$ cat config.mk
export PLATFORM = sky130hd
export DESIGN_NAME = pll_boost_clock_config
export DESIGN_NICKNAME = d
export VERILOG_FILES = /design/src/rtl/clock_config_pkg.sv /design/src/rtl/pll_boost_clock_config.sv
export SDC_FILE = /design/constraint.sdc
export NUM_CORES = 1
export LEC_CHECK = 0
export ABC_AREA = 1
export BUFFER_PORTS_ARGS = -buffer_cell sky130_fd_sc_hd__buf_2
export CORE_ASPECT_RATIO = 1.1
export CORE_MARGIN = 2
export CORE_UTILIZATION = 36
export CTS_CLUSTER_SIZE = 28
export DETAILED_ROUTE_END_ITERATION = 10
export GPL_TIMING_DRIVEN = 0
export MAX_ROUTING_LAYER = met4
export PLACE_DENSITY = 0.56
export SETUP_SLACK_MARGIN = 0.2
export SLEW_MARGIN = 0
export SYNTH_ARGS = -nofsm -noshare
export SYNTH_HDL_FRONTEND = slang
export SYNTH_SLANG_ARGS = --single-unit
$ cat constraint.sdc
create_clock -name mclk_i -period 4.1 [get_ports mclk_i]
set_input_delay 0.41 -clock mclk_i [delete_from_list [all_inputs] [get_ports mclk_i]]
set_output_delay 0.41 -clock mclk_i [all_outputs]
set_load 0.01 [all_outputs]
$ cat src/rtl/clock_config_pkg.sv
// constants and decoders shared by the pll and boost clock configuration block
package clock_config_pkg;
   // ==========================================================
   // register offsets
   localparam logic [7:0] PLL_CONTROL_ADDR         = 8'h01;
   localparam logic [7:0] BOOST_CLOCK_CONTROL_ADDR = 8'h02;
   localparam logic [7:0] BIAS_BOOST_CONTROL_ADDR  = 8'h03;

   // ==========================================================
   // field positions
   localparam int PLL_LOCK_BIT      = 7;
   localparam int PLL_SPEED_LSB     = 5;
   localparam int PLL_SRC_BIT       = 4;
   localparam int PLL_ENABLE_BIT    = 3;
   localparam int PLL_RATIO_LSB     = 0;
   localparam int HPF_ENABLE_BIT    = 7;
   localparam int BOOST_RATE_LSB    = 5;
   localparam int BOOST_FREQ_BIT    = 4;
   localparam int BIAS_LEVEL_LSB    = 4;
   localparam int BIAS_ENABLE_BIT   = 3;
   localparam int BOOST_ENABLE_BIT  = 2;

   // ==========================================================
   // reset values
   localparam logic [6:0] PLL_CONTROL_RESET  = 7'h01;
   localparam logic [3:0] BOOST_CLOCK_RESET  = 4'h4;
   localparam logic [7:0] BIAS_BOOST_RESET   = 8'h00;

   // ==========================================================
   // encodings and analog scaling
   localparam logic [1:0] RATE_32K          = 2'b00;
   localparam logic [1:0] RATE_44K1         = 2'b01;
   localparam logic [1:0] RATE_48K          = 2'b10;
   localparam logic [13:0] BIAS_BASE_MV     = 14'd5000;
   localparam logic [13:0] BIAS_STEP_MV     = 14'd500;
   localparam logic [3:0] BIAS_TOP_CODE     = 4'h8;
   localparam int HPF_SHIFT                 = 12;
   localparam int LOCK_REF_EDGES_DEFAULT    = 64;

   typedef enum logic [2:0]
   {
      PLL_OFF     = 3'b001,
      PLL_ACQUIRE = 3'b010,
      PLL_LOCKED  = 3'b100
   } pll_state_type;

   // ==========================================================
   // decoders
   function automatic logic [9:0] ratio_base(input logic [2:0] code);
      case (code)
         3'b000:  ratio_base = 10'd128;
         3'b001:  ratio_base = 10'd256;
         3'b010:  ratio_base = 10'd384;
         3'b011:  ratio_base = 10'd512;
         3'b100:  ratio_base = 10'd768;
         default: ratio_base = 10'd0;
      endcase
   endfunction : ratio_base

   function automatic logic [5:0] boost_divisor(input logic [1:0] rate, input logic high);
      case (rate)
         RATE_32K:  boost_divisor = high ? 6'd12 : 6'd22;
         RATE_44K1: boost_divisor = high ? 6'd16 : 6'd30;
         default:   boost_divisor = high ? 6'd16 : 6'd32;
      endcase
   endfunction : boost_divisor
endpackage : clock_config_pkg

$ cat src/rtl/pll_boost_clock_config.sv
// pll reference, lock status, boost switching clock, bias and dc-removal control
//
// Summary of operation
// - pll reference is master clock pin or frame clock pin, per source bit.
// - frame clock reference serves sample rates from 32 to 192 kHz.
// - ratio codes 0-4 give 128..768 fs; halved at 96k, quartered at 192k.
// - lock status is a read-only bit of pll control, polled by software.
// - boost converter is clocked from the pll output, tracking sample rate.
// - one boost control bit picks high or low switching frequency.
// - boost clock is 1024 fs over 12/16/16 (high) or 22/30/32 (low).
// - four-bit level field sets bias output from 5 V to 9 V.
// - enable bit in bias/boost register switches bias output on and off.
// - input dc offset passes to output unless high-pass filter is enabled.
// - first-order high-pass, about 1.9 Hz at 48 kHz, scaling with sample rate.
// - each level step up to code 8 adds half a volt to the bias.
// - boost stays off after reset until its enable bit is set.
`timescale 1ns/10ps
module pll_boost_clock_config
   import clock_config_pkg::*;
#(
   parameter int LOCK_REF_EDGES = clock_config_pkg::LOCK_REF_EDGES_DEFAULT,
   parameter int SAMPLE_WIDTH   = 24
)
(
   input  wire logic                    mclk_i,
   input  wire logic                    rst_n_i,
   input  wire logic [7:0]              reg_addr_i,
   input  wire logic                    reg_wr_i,
   input  wire logic                    reg_rd_i,
   input  wire logic [7:0]              reg_wdata_i,
   output logic      [7:0]              reg_rdata_o,
   input  wire logic                    master_clock_in_i,
   input  wire logic                    frame_clock_i,
   input  wire logic                    pll_tick_i,
   input  wire logic signed [SAMPLE_WIDTH-1:0] sample_i,
   input  wire logic                    sample_valid_i,
   output logic signed [SAMPLE_WIDTH-1:0] sample_o,
   output logic                         sample_valid_o,
   output logic                         pll_ref_frame_o,
   output logic                         pll_locked_o,
   output logic      [9:0]              pll_multiplier_o,
   output logic                         boost_enable_o,
   output logic                         boost_clk_o,
   output logic      [3:0]              bias_level_select_o,
   output logic      [13:0]             bias_mv_o,
   output logic                         bias_output_en_o
);
   import clock_config_pkg::*;

   // ==========================================================
   // elaboration checks
   if (LOCK_REF_EDGES < 1 || LOCK_REF_EDGES > 65535)
      $error("LOCK_REF_EDGES must be 1 to 65535");
   if (SAMPLE_WIDTH < 8)
      $error("SAMPLE_WIDTH must be at least 8");

   localparam logic [15:0] LOCK_TARGET = 16'(LOCK_REF_EDGES - 1);
   localparam int          ACC_W       = SAMPLE_WIDTH + HPF_SHIFT;

   // ==========================================================
   // control registers
   logic [6:0]    pll_ctrl_reg;
   logic [3:0]    boost_ctrl_reg;
   logic [7:0]    bias_ctrl_reg;
   logic          wr_pll;
   logic          setting_change;

   assign wr_pll         = reg_wr_i && (reg_addr_i == PLL_CONTROL_ADDR);
   // a write that changes source, ratio or speed forces a fresh acquisition; rewriting the same value does not
   assign setting_change = wr_pll && (reg_wdata_i[6:0] != pll_ctrl_reg);

   always_ff @(posedge mclk_i or negedge rst_n_i)
   begin
      if (!rst_n_i)
      begin
         pll_ctrl_reg   <= PLL_CONTROL_RESET;
         boost_ctrl_reg <= BOOST_CLOCK_RESET;
         bias_ctrl_reg  <= BIAS_BOOST_RESET;
      end
      else if (reg_wr_i)
      begin
         case (reg_addr_i)
            PLL_CONTROL_ADDR:         pll_ctrl_reg   <= reg_wdata_i[6:0];
            BOOST_CLOCK_CONTROL_ADDR: boost_ctrl_reg <= reg_wdata_i[7:4];
            BIAS_BOOST_CONTROL_ADDR:  bias_ctrl_reg  <= reg_wdata_i;
            default:                  ;
         endcase
      end
   end

   // ==========================================================
   // register read port; lock bit is read-only, unused boost bits and unmapped addresses read zero
   always_ff @(posedge mclk_i or negedge rst_n_i)
   begin
      if (!rst_n_i)
         reg_rdata_o <= 8'h00;
      else if (reg_rd_i)
      begin
         case (reg_addr_i)
            PLL_CONTROL_ADDR:         reg_rdata_o <= {pll_locked_o, pll_ctrl_reg};
            BOOST_CLOCK_CONTROL_ADDR: reg_rdata_o <= {boost_ctrl_reg, 4'h0};
            BIAS_BOOST_CONTROL_ADDR:  reg_rdata_o <= bias_ctrl_reg;
            default:                  reg_rdata_o <= 8'h00;
         endcase
      end
   end

   // ==========================================================
   // pll reference select and lock acquisition
   pll_state_type pll_state_reg;
   logic [15:0]   edge_cnt_reg;
   logic          ref_reg;
   logic          ref_now;
   logic          ref_edge;
   logic          pll_en;

   assign pll_en   = pll_ctrl_reg[PLL_ENABLE_BIT];
   assign ref_now  = pll_ctrl_reg[PLL_SRC_BIT] ? frame_clock_i : master_clock_in_i;
   assign ref_edge = ref_now && !ref_reg;

   always_ff @(posedge mclk_i or negedge rst_n_i)
   begin
      if (!rst_n_i)
         ref_reg <= 1'b0;
      else
         ref_reg <= ref_now;
   end

   always_ff @(posedge mclk_i or negedge rst_n_i)
   begin
      if (!rst_n_i)
      begin
         pll_state_reg <= PLL_OFF;
         edge_cnt_reg  <= 16'h0000;
      end
      else if (!pll_en || setting_change)
      begin
         pll_state_reg <= pll_en ? PLL_ACQUIRE : PLL_OFF;
         edge_cnt_reg  <= 16'h0000;
      end
      else
      begin
         case (pll_state_reg)
            PLL_OFF:
            begin
               pll_state_reg <= PLL_ACQUIRE;
               edge_cnt_reg  <= 16'h0000;
            end
            PLL_ACQUIRE:
               if (ref_edge)
               begin
                  if (edge_cnt_reg == LOCK_TARGET)
                     pll_state_reg <= PLL_LOCKED;
                  edge_cnt_reg <= edge_cnt_reg + 16'h0001;
               end
            PLL_LOCKED:
               pll_state_reg <= PLL_LOCKED;
            default:
               pll_state_reg <= PLL_OFF;
         endcase
      end
   end

   always_ff @(posedge mclk_i or negedge rst_n_i)
   begin
      if (!rst_n_i)
      begin
         pll_locked_o     <= 1'b0;
         pll_ref_frame_o  <= 1'b0;
         pll_multiplier_o <= 10'd0;
      end
      else
      begin
         // lock drops at once on disable or setting change
         pll_locked_o    <= (pll_state_reg == PLL_LOCKED) && pll_en && !setting_change;
         pll_ref_frame_o <= pll_ctrl_reg[PLL_SRC_BIT];
         // frame clock mode needs no ratio: the pll locks to fs itself, 32..192 kHz
         if (pll_ctrl_reg[PLL_SRC_BIT])
            pll_multiplier_o <= 10'd0;
         else
         begin
            case (pll_ctrl_reg[PLL_SPEED_LSB +: 2])
               2'b00:   pll_multiplier_o <= ratio_base(pll_ctrl_reg[PLL_RATIO_LSB +: 3]);
               2'b01:   pll_multiplier_o <= ratio_base(pll_ctrl_reg[PLL_RATIO_LSB +: 3]) >> 1;
               default: pll_multiplier_o <= ratio_base(pll_ctrl_reg[PLL_RATIO_LSB +: 3]) >> 2;
            endcase
         end
      end
   end

   // ==========================================================
   // boost switching clock from the pll 1024 fs tick
   logic [5:0] half_div;
   logic [4:0] sw_cnt_reg;
   logic       boost_run;

   assign half_div  = boost_divisor(boost_ctrl_reg[BOOST_RATE_LSB - 4 +: 2],
                                    boost_ctrl_reg[BOOST_FREQ_BIT - 4]) >> 1;
   // no switching without a locked pll clock, so the converter never runs off-frequency
   assign boost_run = bias_ctrl_reg[BOOST_ENABLE_BIT] && pll_locked_o;

   always_ff @(posedge mclk_i or negedge rst_n_i)
   begin
      if (!rst_n_i)
      begin
         sw_cnt_reg     <= 5'd0;
         boost_clk_o    <= 1'b0;
         boost_enable_o <= 1'b0;
      end
      else
      begin
         boost_enable_o <= bias_ctrl_reg[BOOST_ENABLE_BIT];
         if (!boost_run)
         begin
            sw_cnt_reg  <= 5'd0;
            boost_clk_o <= 1'b0;
         end
         else if (pll_tick_i)
         begin
            // >= keeps a mid-count divisor change from overrunning
            if ({1'b0, sw_cnt_reg} >= half_div - 6'd1)
            begin
               sw_cnt_reg  <= 5'd0;
               boost_clk_o <= !boost_clk_o;
            end
            else
               sw_cnt_reg <= sw_cnt_reg + 5'd1;
         end
      end
   end

   // ==========================================================
   // microphone bias level and enable
   always_ff @(posedge mclk_i or negedge rst_n_i)
   begin
      if (!rst_n_i)
      begin
         bias_level_select_o <= 4'h0;
         bias_mv_o           <= BIAS_BASE_MV;
         bias_output_en_o    <= 1'b0;
      end
      else
      begin
         bias_level_select_o <= bias_ctrl_reg[BIAS_LEVEL_LSB +: 4];
         // codes above the top step clamp at 9 V
         if (bias_ctrl_reg[BIAS_LEVEL_LSB +: 4] >= BIAS_TOP_CODE)
            bias_mv_o <= BIAS_BASE_MV + 14'(BIAS_TOP_CODE * BIAS_STEP_MV);
         else
            bias_mv_o <= BIAS_BASE_MV + 14'(bias_ctrl_reg[BIAS_LEVEL_LSB +: 4] * BIAS_STEP_MV);
         bias_output_en_o <= bias_ctrl_reg[BIAS_ENABLE_BIT];
      end
   end

   // ==========================================================
   // first-order dc removal; pole per sample so cutoff tracks fs
   logic signed [ACC_W-1:0]        dc_acc_reg;
   logic signed [SAMPLE_WIDTH:0]   hpf_diff;
   logic signed [SAMPLE_WIDTH-1:0] dc_est;
   logic                           hpf_en;

   assign hpf_en   = boost_ctrl_reg[HPF_ENABLE_BIT - 4];
   assign dc_est   = dc_acc_reg[ACC_W-1:HPF_SHIFT];
   assign hpf_diff = (SAMPLE_WIDTH + 1)'(sample_i) - (SAMPLE_WIDTH + 1)'(dc_est);

   always_ff @(posedge mclk_i or negedge rst_n_i)
   begin
      if (!rst_n_i)
      begin
         dc_acc_reg     <= '0;
         sample_o       <= '0;
         sample_valid_o <= 1'b0;
      end
      else
      begin
         sample_valid_o <= sample_valid_i;
         if (!hpf_en)
         begin
            dc_acc_reg <= '0;
            if (sample_valid_i)
               sample_o <= sample_i;
         end
         else if (sample_valid_i)
         begin
            dc_acc_reg <= dc_acc_reg + ACC_W'(sample_i) - ACC_W'(dc_est);
            // saturate rather than wrap on a full-scale step
            if (hpf_diff[SAMPLE_WIDTH] != hpf_diff[SAMPLE_WIDTH-1])
               sample_o <= hpf_diff[SAMPLE_WIDTH] ? {1'b1, {(SAMPLE_WIDTH-1){1'b0}}}
                                                  : {1'b0, {(SAMPLE_WIDTH-1){1'b1}}};
            else
               sample_o <= hpf_diff[SAMPLE_WIDTH-1:0];
         end
      end
   end
endmodule : pll_boost_clock_config

* Word level (Yosys, flattened, before mapping)
Cells that the tools add are included.
** Cells by class
- Mux-type cells :: 31
- Order comparisons :: 2
- Equality and inequality tests :: 20
- Multipliers :: 1
- Reductions and logical operators :: 21
- Add/sub/neg operators :: 7
** Operators with widths (count)
- 2-to-1 mux 24 bit :: 5
- 2-to-1 mux 36 bit :: 2
- one-hot mux 10 bit (5 select lines) :: 1
- adder 36 x 24 -> 36 bit :: 1
- subtractor 36 x 24 -> 36 bit :: 1
- 2-to-1 mux 16 bit :: 2
- one-hot mux 16 bit (2 select lines) :: 1
- subtractor 24 x 24 -> 25 bit :: 1
- one-hot mux 8 bit (3 select lines) :: 1
- 2-to-1 mux 5 bit :: 4
- one-hot mux 10 bit (2 select lines) :: 1
- adder 16 x 1 -> 16 bit, second input constant :: 1
- equality test 16 x 6 -> 1 bit, second input constant :: 1
- equality test 8 x 2 -> 1 bit, second input constant :: 2
- adder 13 x 13 -> 14 bit, first input constant :: 1
- 2-to-1 mux 14 bit :: 1
- one-hot mux 6 bit (2 select lines) :: 1
- AND reduction 2 bit :: 6
- multiplier 4 x 7 -> 11 bit, second input constant :: 1
- 2-to-1 mux 10 bit :: 1
- equality test 3 x 2 -> 1 bit, second input constant :: 3
- 2-to-1 mux 3 bit :: 3
- one-hot mux 3 bit (3 select lines) :: 1
- equality test 8 x 1 -> 1 bit, second input constant :: 1
- 22 further kinds :: 39
** Word-level totals
- Input port bits :: 48
- Word-level logic and storage cells :: 101
- Register bits :: 146

* Longest topological paths before layout
- Depth in word-level cells :: 7
- Mapped depth :: 19
- Mapped depth without buffers :: 18

* Least setup slack after synthesis
OpenSTA, ideal clock, no wires.
- Kind :: reg2reg
- Start :: register bias_ctrl_reg[5]
- End :: register bias_mv_o[11]
- Data required time :: 4.028 ns
- Buffers on the path :: 0
- Arrival time :: 3.017 ns
- Setup slack :: 1.011 ns
- Stages on the path, launching flop included :: 16
- Period minus slack after synthesis :: 3.089 ns
- Library setup time :: 0.072 ns
- Path through :: dfrtp_1 > fa_1 > inv_1 > fa_1 > inv_1 > ha_1 > a21oi_1 > nand2_1 > nand2_1 > nand2_1 > a21oi_1 > xor2_1 > nor2_1 > nand2_1 > nand2_1 > nor2_1
** Between the ends
- Word-level cells in the longest chain between the ends :: 3
** RTL lines
- start, declared :: RTL line pll_boost_clock_config.sv:64 : logic [7:0] bias_ctrl_reg;
- start signal, assigned :: RTL line pll_boost_clock_config.sv:85 : BIAS_BOOST_CONTROL_ADDR: bias_ctrl_reg <= reg_wdata_i;
- multiplier 4 x 7 -> 11 bit :: RTL line pll_boost_clock_config.sv:249 : bias_mv_o <= BIAS_BASE_MV + 14'(bias_ctrl_reg[BIAS_LEVEL_LSB +: 4] * BIAS_STEP_MV);
- adder 13 x 13 -> 14 bit :: RTL line pll_boost_clock_config.sv:249
- 2-to-1 mux 14 bit (*) :: RTL line pll_boost_clock_config.sv:246 : if (bias_ctrl_reg[BIAS_LEVEL_LSB +: 4] >= BIAS_TOP_CODE)
- end signal, assigned :: RTL line pll_boost_clock_config.sv:247 : bias_mv_o <= BIAS_BASE_MV + 14'(BIAS_TOP_CODE * BIAS_STEP_MV);
- end signal, assigned :: RTL line pll_boost_clock_config.sv:249
- end, declared :: RTL line pll_boost_clock_config.sv:45 : output logic [13:0] bias_mv_o,
Mark *: on every way between the ends. The rest lies on a longest branch, timed or not.
A chain may end at the register's enable or synchronous reset.

* Worst setup path in the final report
- Start :: register bias_ctrl_reg[5]
- End :: register bias_mv_o[12]
The elaborated chain is that of the path after synthesis.

==> run metrics <==
setup violators final 0; largest net degree at the start of global routing between 70 and 80; Post-CTS Hold Buffers 0; predominant post-synthesis flop cell dfrtp_1; Post-DRT Antenna Nets 0; total grt overflow 0; DR vias/cell slightly below 5; DR iter-0 viols roughly 730; Tmin final 3.439 ns; mean routed wirelength per cell around 16 microns; Post-Synthesis Mean Instance Area 7.055 sq um; Total Power just over 0.004 W; clk root buf clkbuf_16; routability cong. slightly above 0.9; core box area around 32,000 sq um; chip width between 150 and 200 microns; run status finished with violations; Power Dens Cells between 200 and 300 nW/um^2; IO Pins between 100 and 150; Synth area leaders dfrtp_1 28%, nand2_1 15%, inv_1 9.1%; Async SR Flop Fraction 100.0%; Peak VDD IR ~0.00026 V; area delta synth->final 14.34%; max reg flops 36; Leak 7.087 nW; Num CTS Buffers 17; number of distinct library cells after synthesis between 50 and 60; CTS tree yes; top cell type's share of synthesized area 27.53%; Synth warnings 0; Worst setup EP type flop; Gate Count Post-Synth between 1,500 and 2,000; most frequent cells in the layout 478 x nand2_1, 290 x inv_1, 131 x dfrtp_1; Tcrit/Tclk final 83.87%; Rows a little under 70; vias approximately 11,000; clk sinks 139; Final nets around 2,000; area leader, netlist dfrtp_1; EDFF count, synth 0; vias in the first global route between 10,000 and 15,000; DR pass1 iterations 5; Initial Util between 30% and 40%; clock transition at the registers of the reported paths roughly 0.060 ns; register share of total power approximately 37%; critical path class flop to flop; violated checks hold timing; Yosys reg bits ~140; Combinational Power Share 25.4%; switching share of power 33.77%; Worst Max-Slew Pin Slew 0.9622 ns; worst setup margin approximately 0.66 ns; Fmax between 0.2 and 0.3 GHz; setup bufs post-CTS 0; HPWL after DPL approximately 30,000 microns; post_cts resized 0; fill cell count between 3,000 and 4,000; CP Max Fanout 10; Post-Route WL approximately 37,000 microns; switching pwr roughly 0.0014 W; die area ~35,000 sq um; first-pass GRT wire length between 50,000 and 60,000 microns; H-tree depth 4; hold_ws -0.001748 ns; sequential share of the synthesized area around 29%; Max-slew headroom roughly 36%; synthesized area 11,910 sq um; crit start category flop; PortBufs about 110; max capacitance violation total 0; initial antenna violation count 5; most common cell after layout, fill and taps aside nand2_1; DRC 0; Clock power frac 38.0%; Pins Over Slew Limit 0; cell-internal power ~0.0027 W; sum of negative setup slack 0 ns; Hold Crit Class primary input to async pin; worst skew pair latency between 0.4 and 0.5 ns; required time of the critical path roughly 4.5 ns; DP Worst Slack roughly 0.60 ns; die height approximately 200 microns; Fin. Hold Viols 1; CP Data Arrival Time roughly 3.8 ns; CTS Buffer Depth 2; register area between 3000 and 4000 sq um; RSZ-0062 raised after global routing false; area occupied by multi-input gates ~7200 sq um; layout cells sized above 1 roughly a tenth; Layout Skew between 0.01 and 0.015 ns; Overall Global Routing Usage approximately 22%
[synth_stat cells (21+ instances only)]
cell / instances
nand2_1: 478
inv_1: 290
dfrtp_1: 131
nor2_1: 126
a21oi_1: 118
o21ai_0: 92
ha_1: 85
nand3_1: 83
fa_1: 43
xnor2_1: 30
xor2_1: 29
nor3_1: 24
nand4_1: 23
o22ai_1: 21
[worst paths after layout]
kind | end | cells after the start | startpoint | slack [ns]
max | bias_mv_o[12] | 15 | bias_ctrl_reg[5] | 0.66
min | bias_level_select_o[0] | 1 | rst_n_i | -0.002
max reg2reg | bias_mv_o[12] | 15 | bias_ctrl_reg[5] | 0.66
min reg2reg | pll_ref_frame_o | 0 | pll_ctrl_reg[4] | 0.38
max in group asynchronous | pll_ctrl_reg[0] | 2 | rst_n_i | 3.23
min in group mclk_i | sample_valid_o | 1 | sample_valid_i | 0.18
[area by class of cell]
class,count,share of cell area [%]
timing repair buffer,107,4.144
clock inverter,13,1.048
sequential,139,25.62
multi-input combinational,1228,52.51
inverter,295,8.270
antenna,5,0.09189
tap,426,3.914
clock buffer,19,3.179
buffer,32,1.222
[critical path, stage by stage, from the launching register on]
cell and delay [ns]:
dfrtp_1 0.55, fa_1 0.66, inv_1 0.10, fa_1 0.50, inv_1 0.04, ha_1 0.34
a21oi_1 0.16, nand2_1 0.11, nand2_1 0.07, nand2_1 0.05, a21oi_1 0.15, xor2_1 0.28
nor2_1 0.10, nand3_1 0.07, nand2_1 0.05, nor2_1 0.12
[power by group through the flow]
stage          sequential [W]  combinational (W)  clock, W
2_1_floorplan         0.00154           0.000660         0
3_3_place_gp          0.00152            0.00102         0
3_5_place_dp          0.00152            0.00103         0
4_1_cts               0.00150            0.00104   0.00159
5_1_grt               0.00150            0.00117   0.00165
6_report              0.00149            0.00104   0.00155
[cells by family after synthesis]
| logic type | after synthesis | share of synthesized area, % |
|---|---|---|
| buffers and inverters | 327 | 10.85 |
| adder cells (fa/ha/maj) | 128 | 16.16 |
| AND/OR/NAND/NOR | 765 | 26.88 |
| flip-flops | 139 | 29.29 |
| AO/OA/AOI/OAI | 269 | 12.45 |
| other | 1 | 0.03149 |
| XOR/XNOR | 59 | 4.339 |
[metrics by stage]
step / std cells / area, sq um / utilization, %
finish: 2264 / 13620 / 41.95
global placement: 2226 / 13000 / 40.03
CTS: 2259 / 13600 / 41.91
floorplan: 1694 / 11930 / -
detailed placement: 2227 / 13030 / 40.14
global route: 2264 / 13620 / 41.95
[routing by layer]
| metal | GRT usage (%) | share of wire (%) |
|---|---|---|
| met5 | - | 0 |
| met4 | 8.409 | 3.7 |
| met3 | 4.245 | 4.7 |
| met2 | 36.32 | 47 |
| met1 | 27.70 | 45 |
Note: power is estimated with default switching activity, not from simulation.
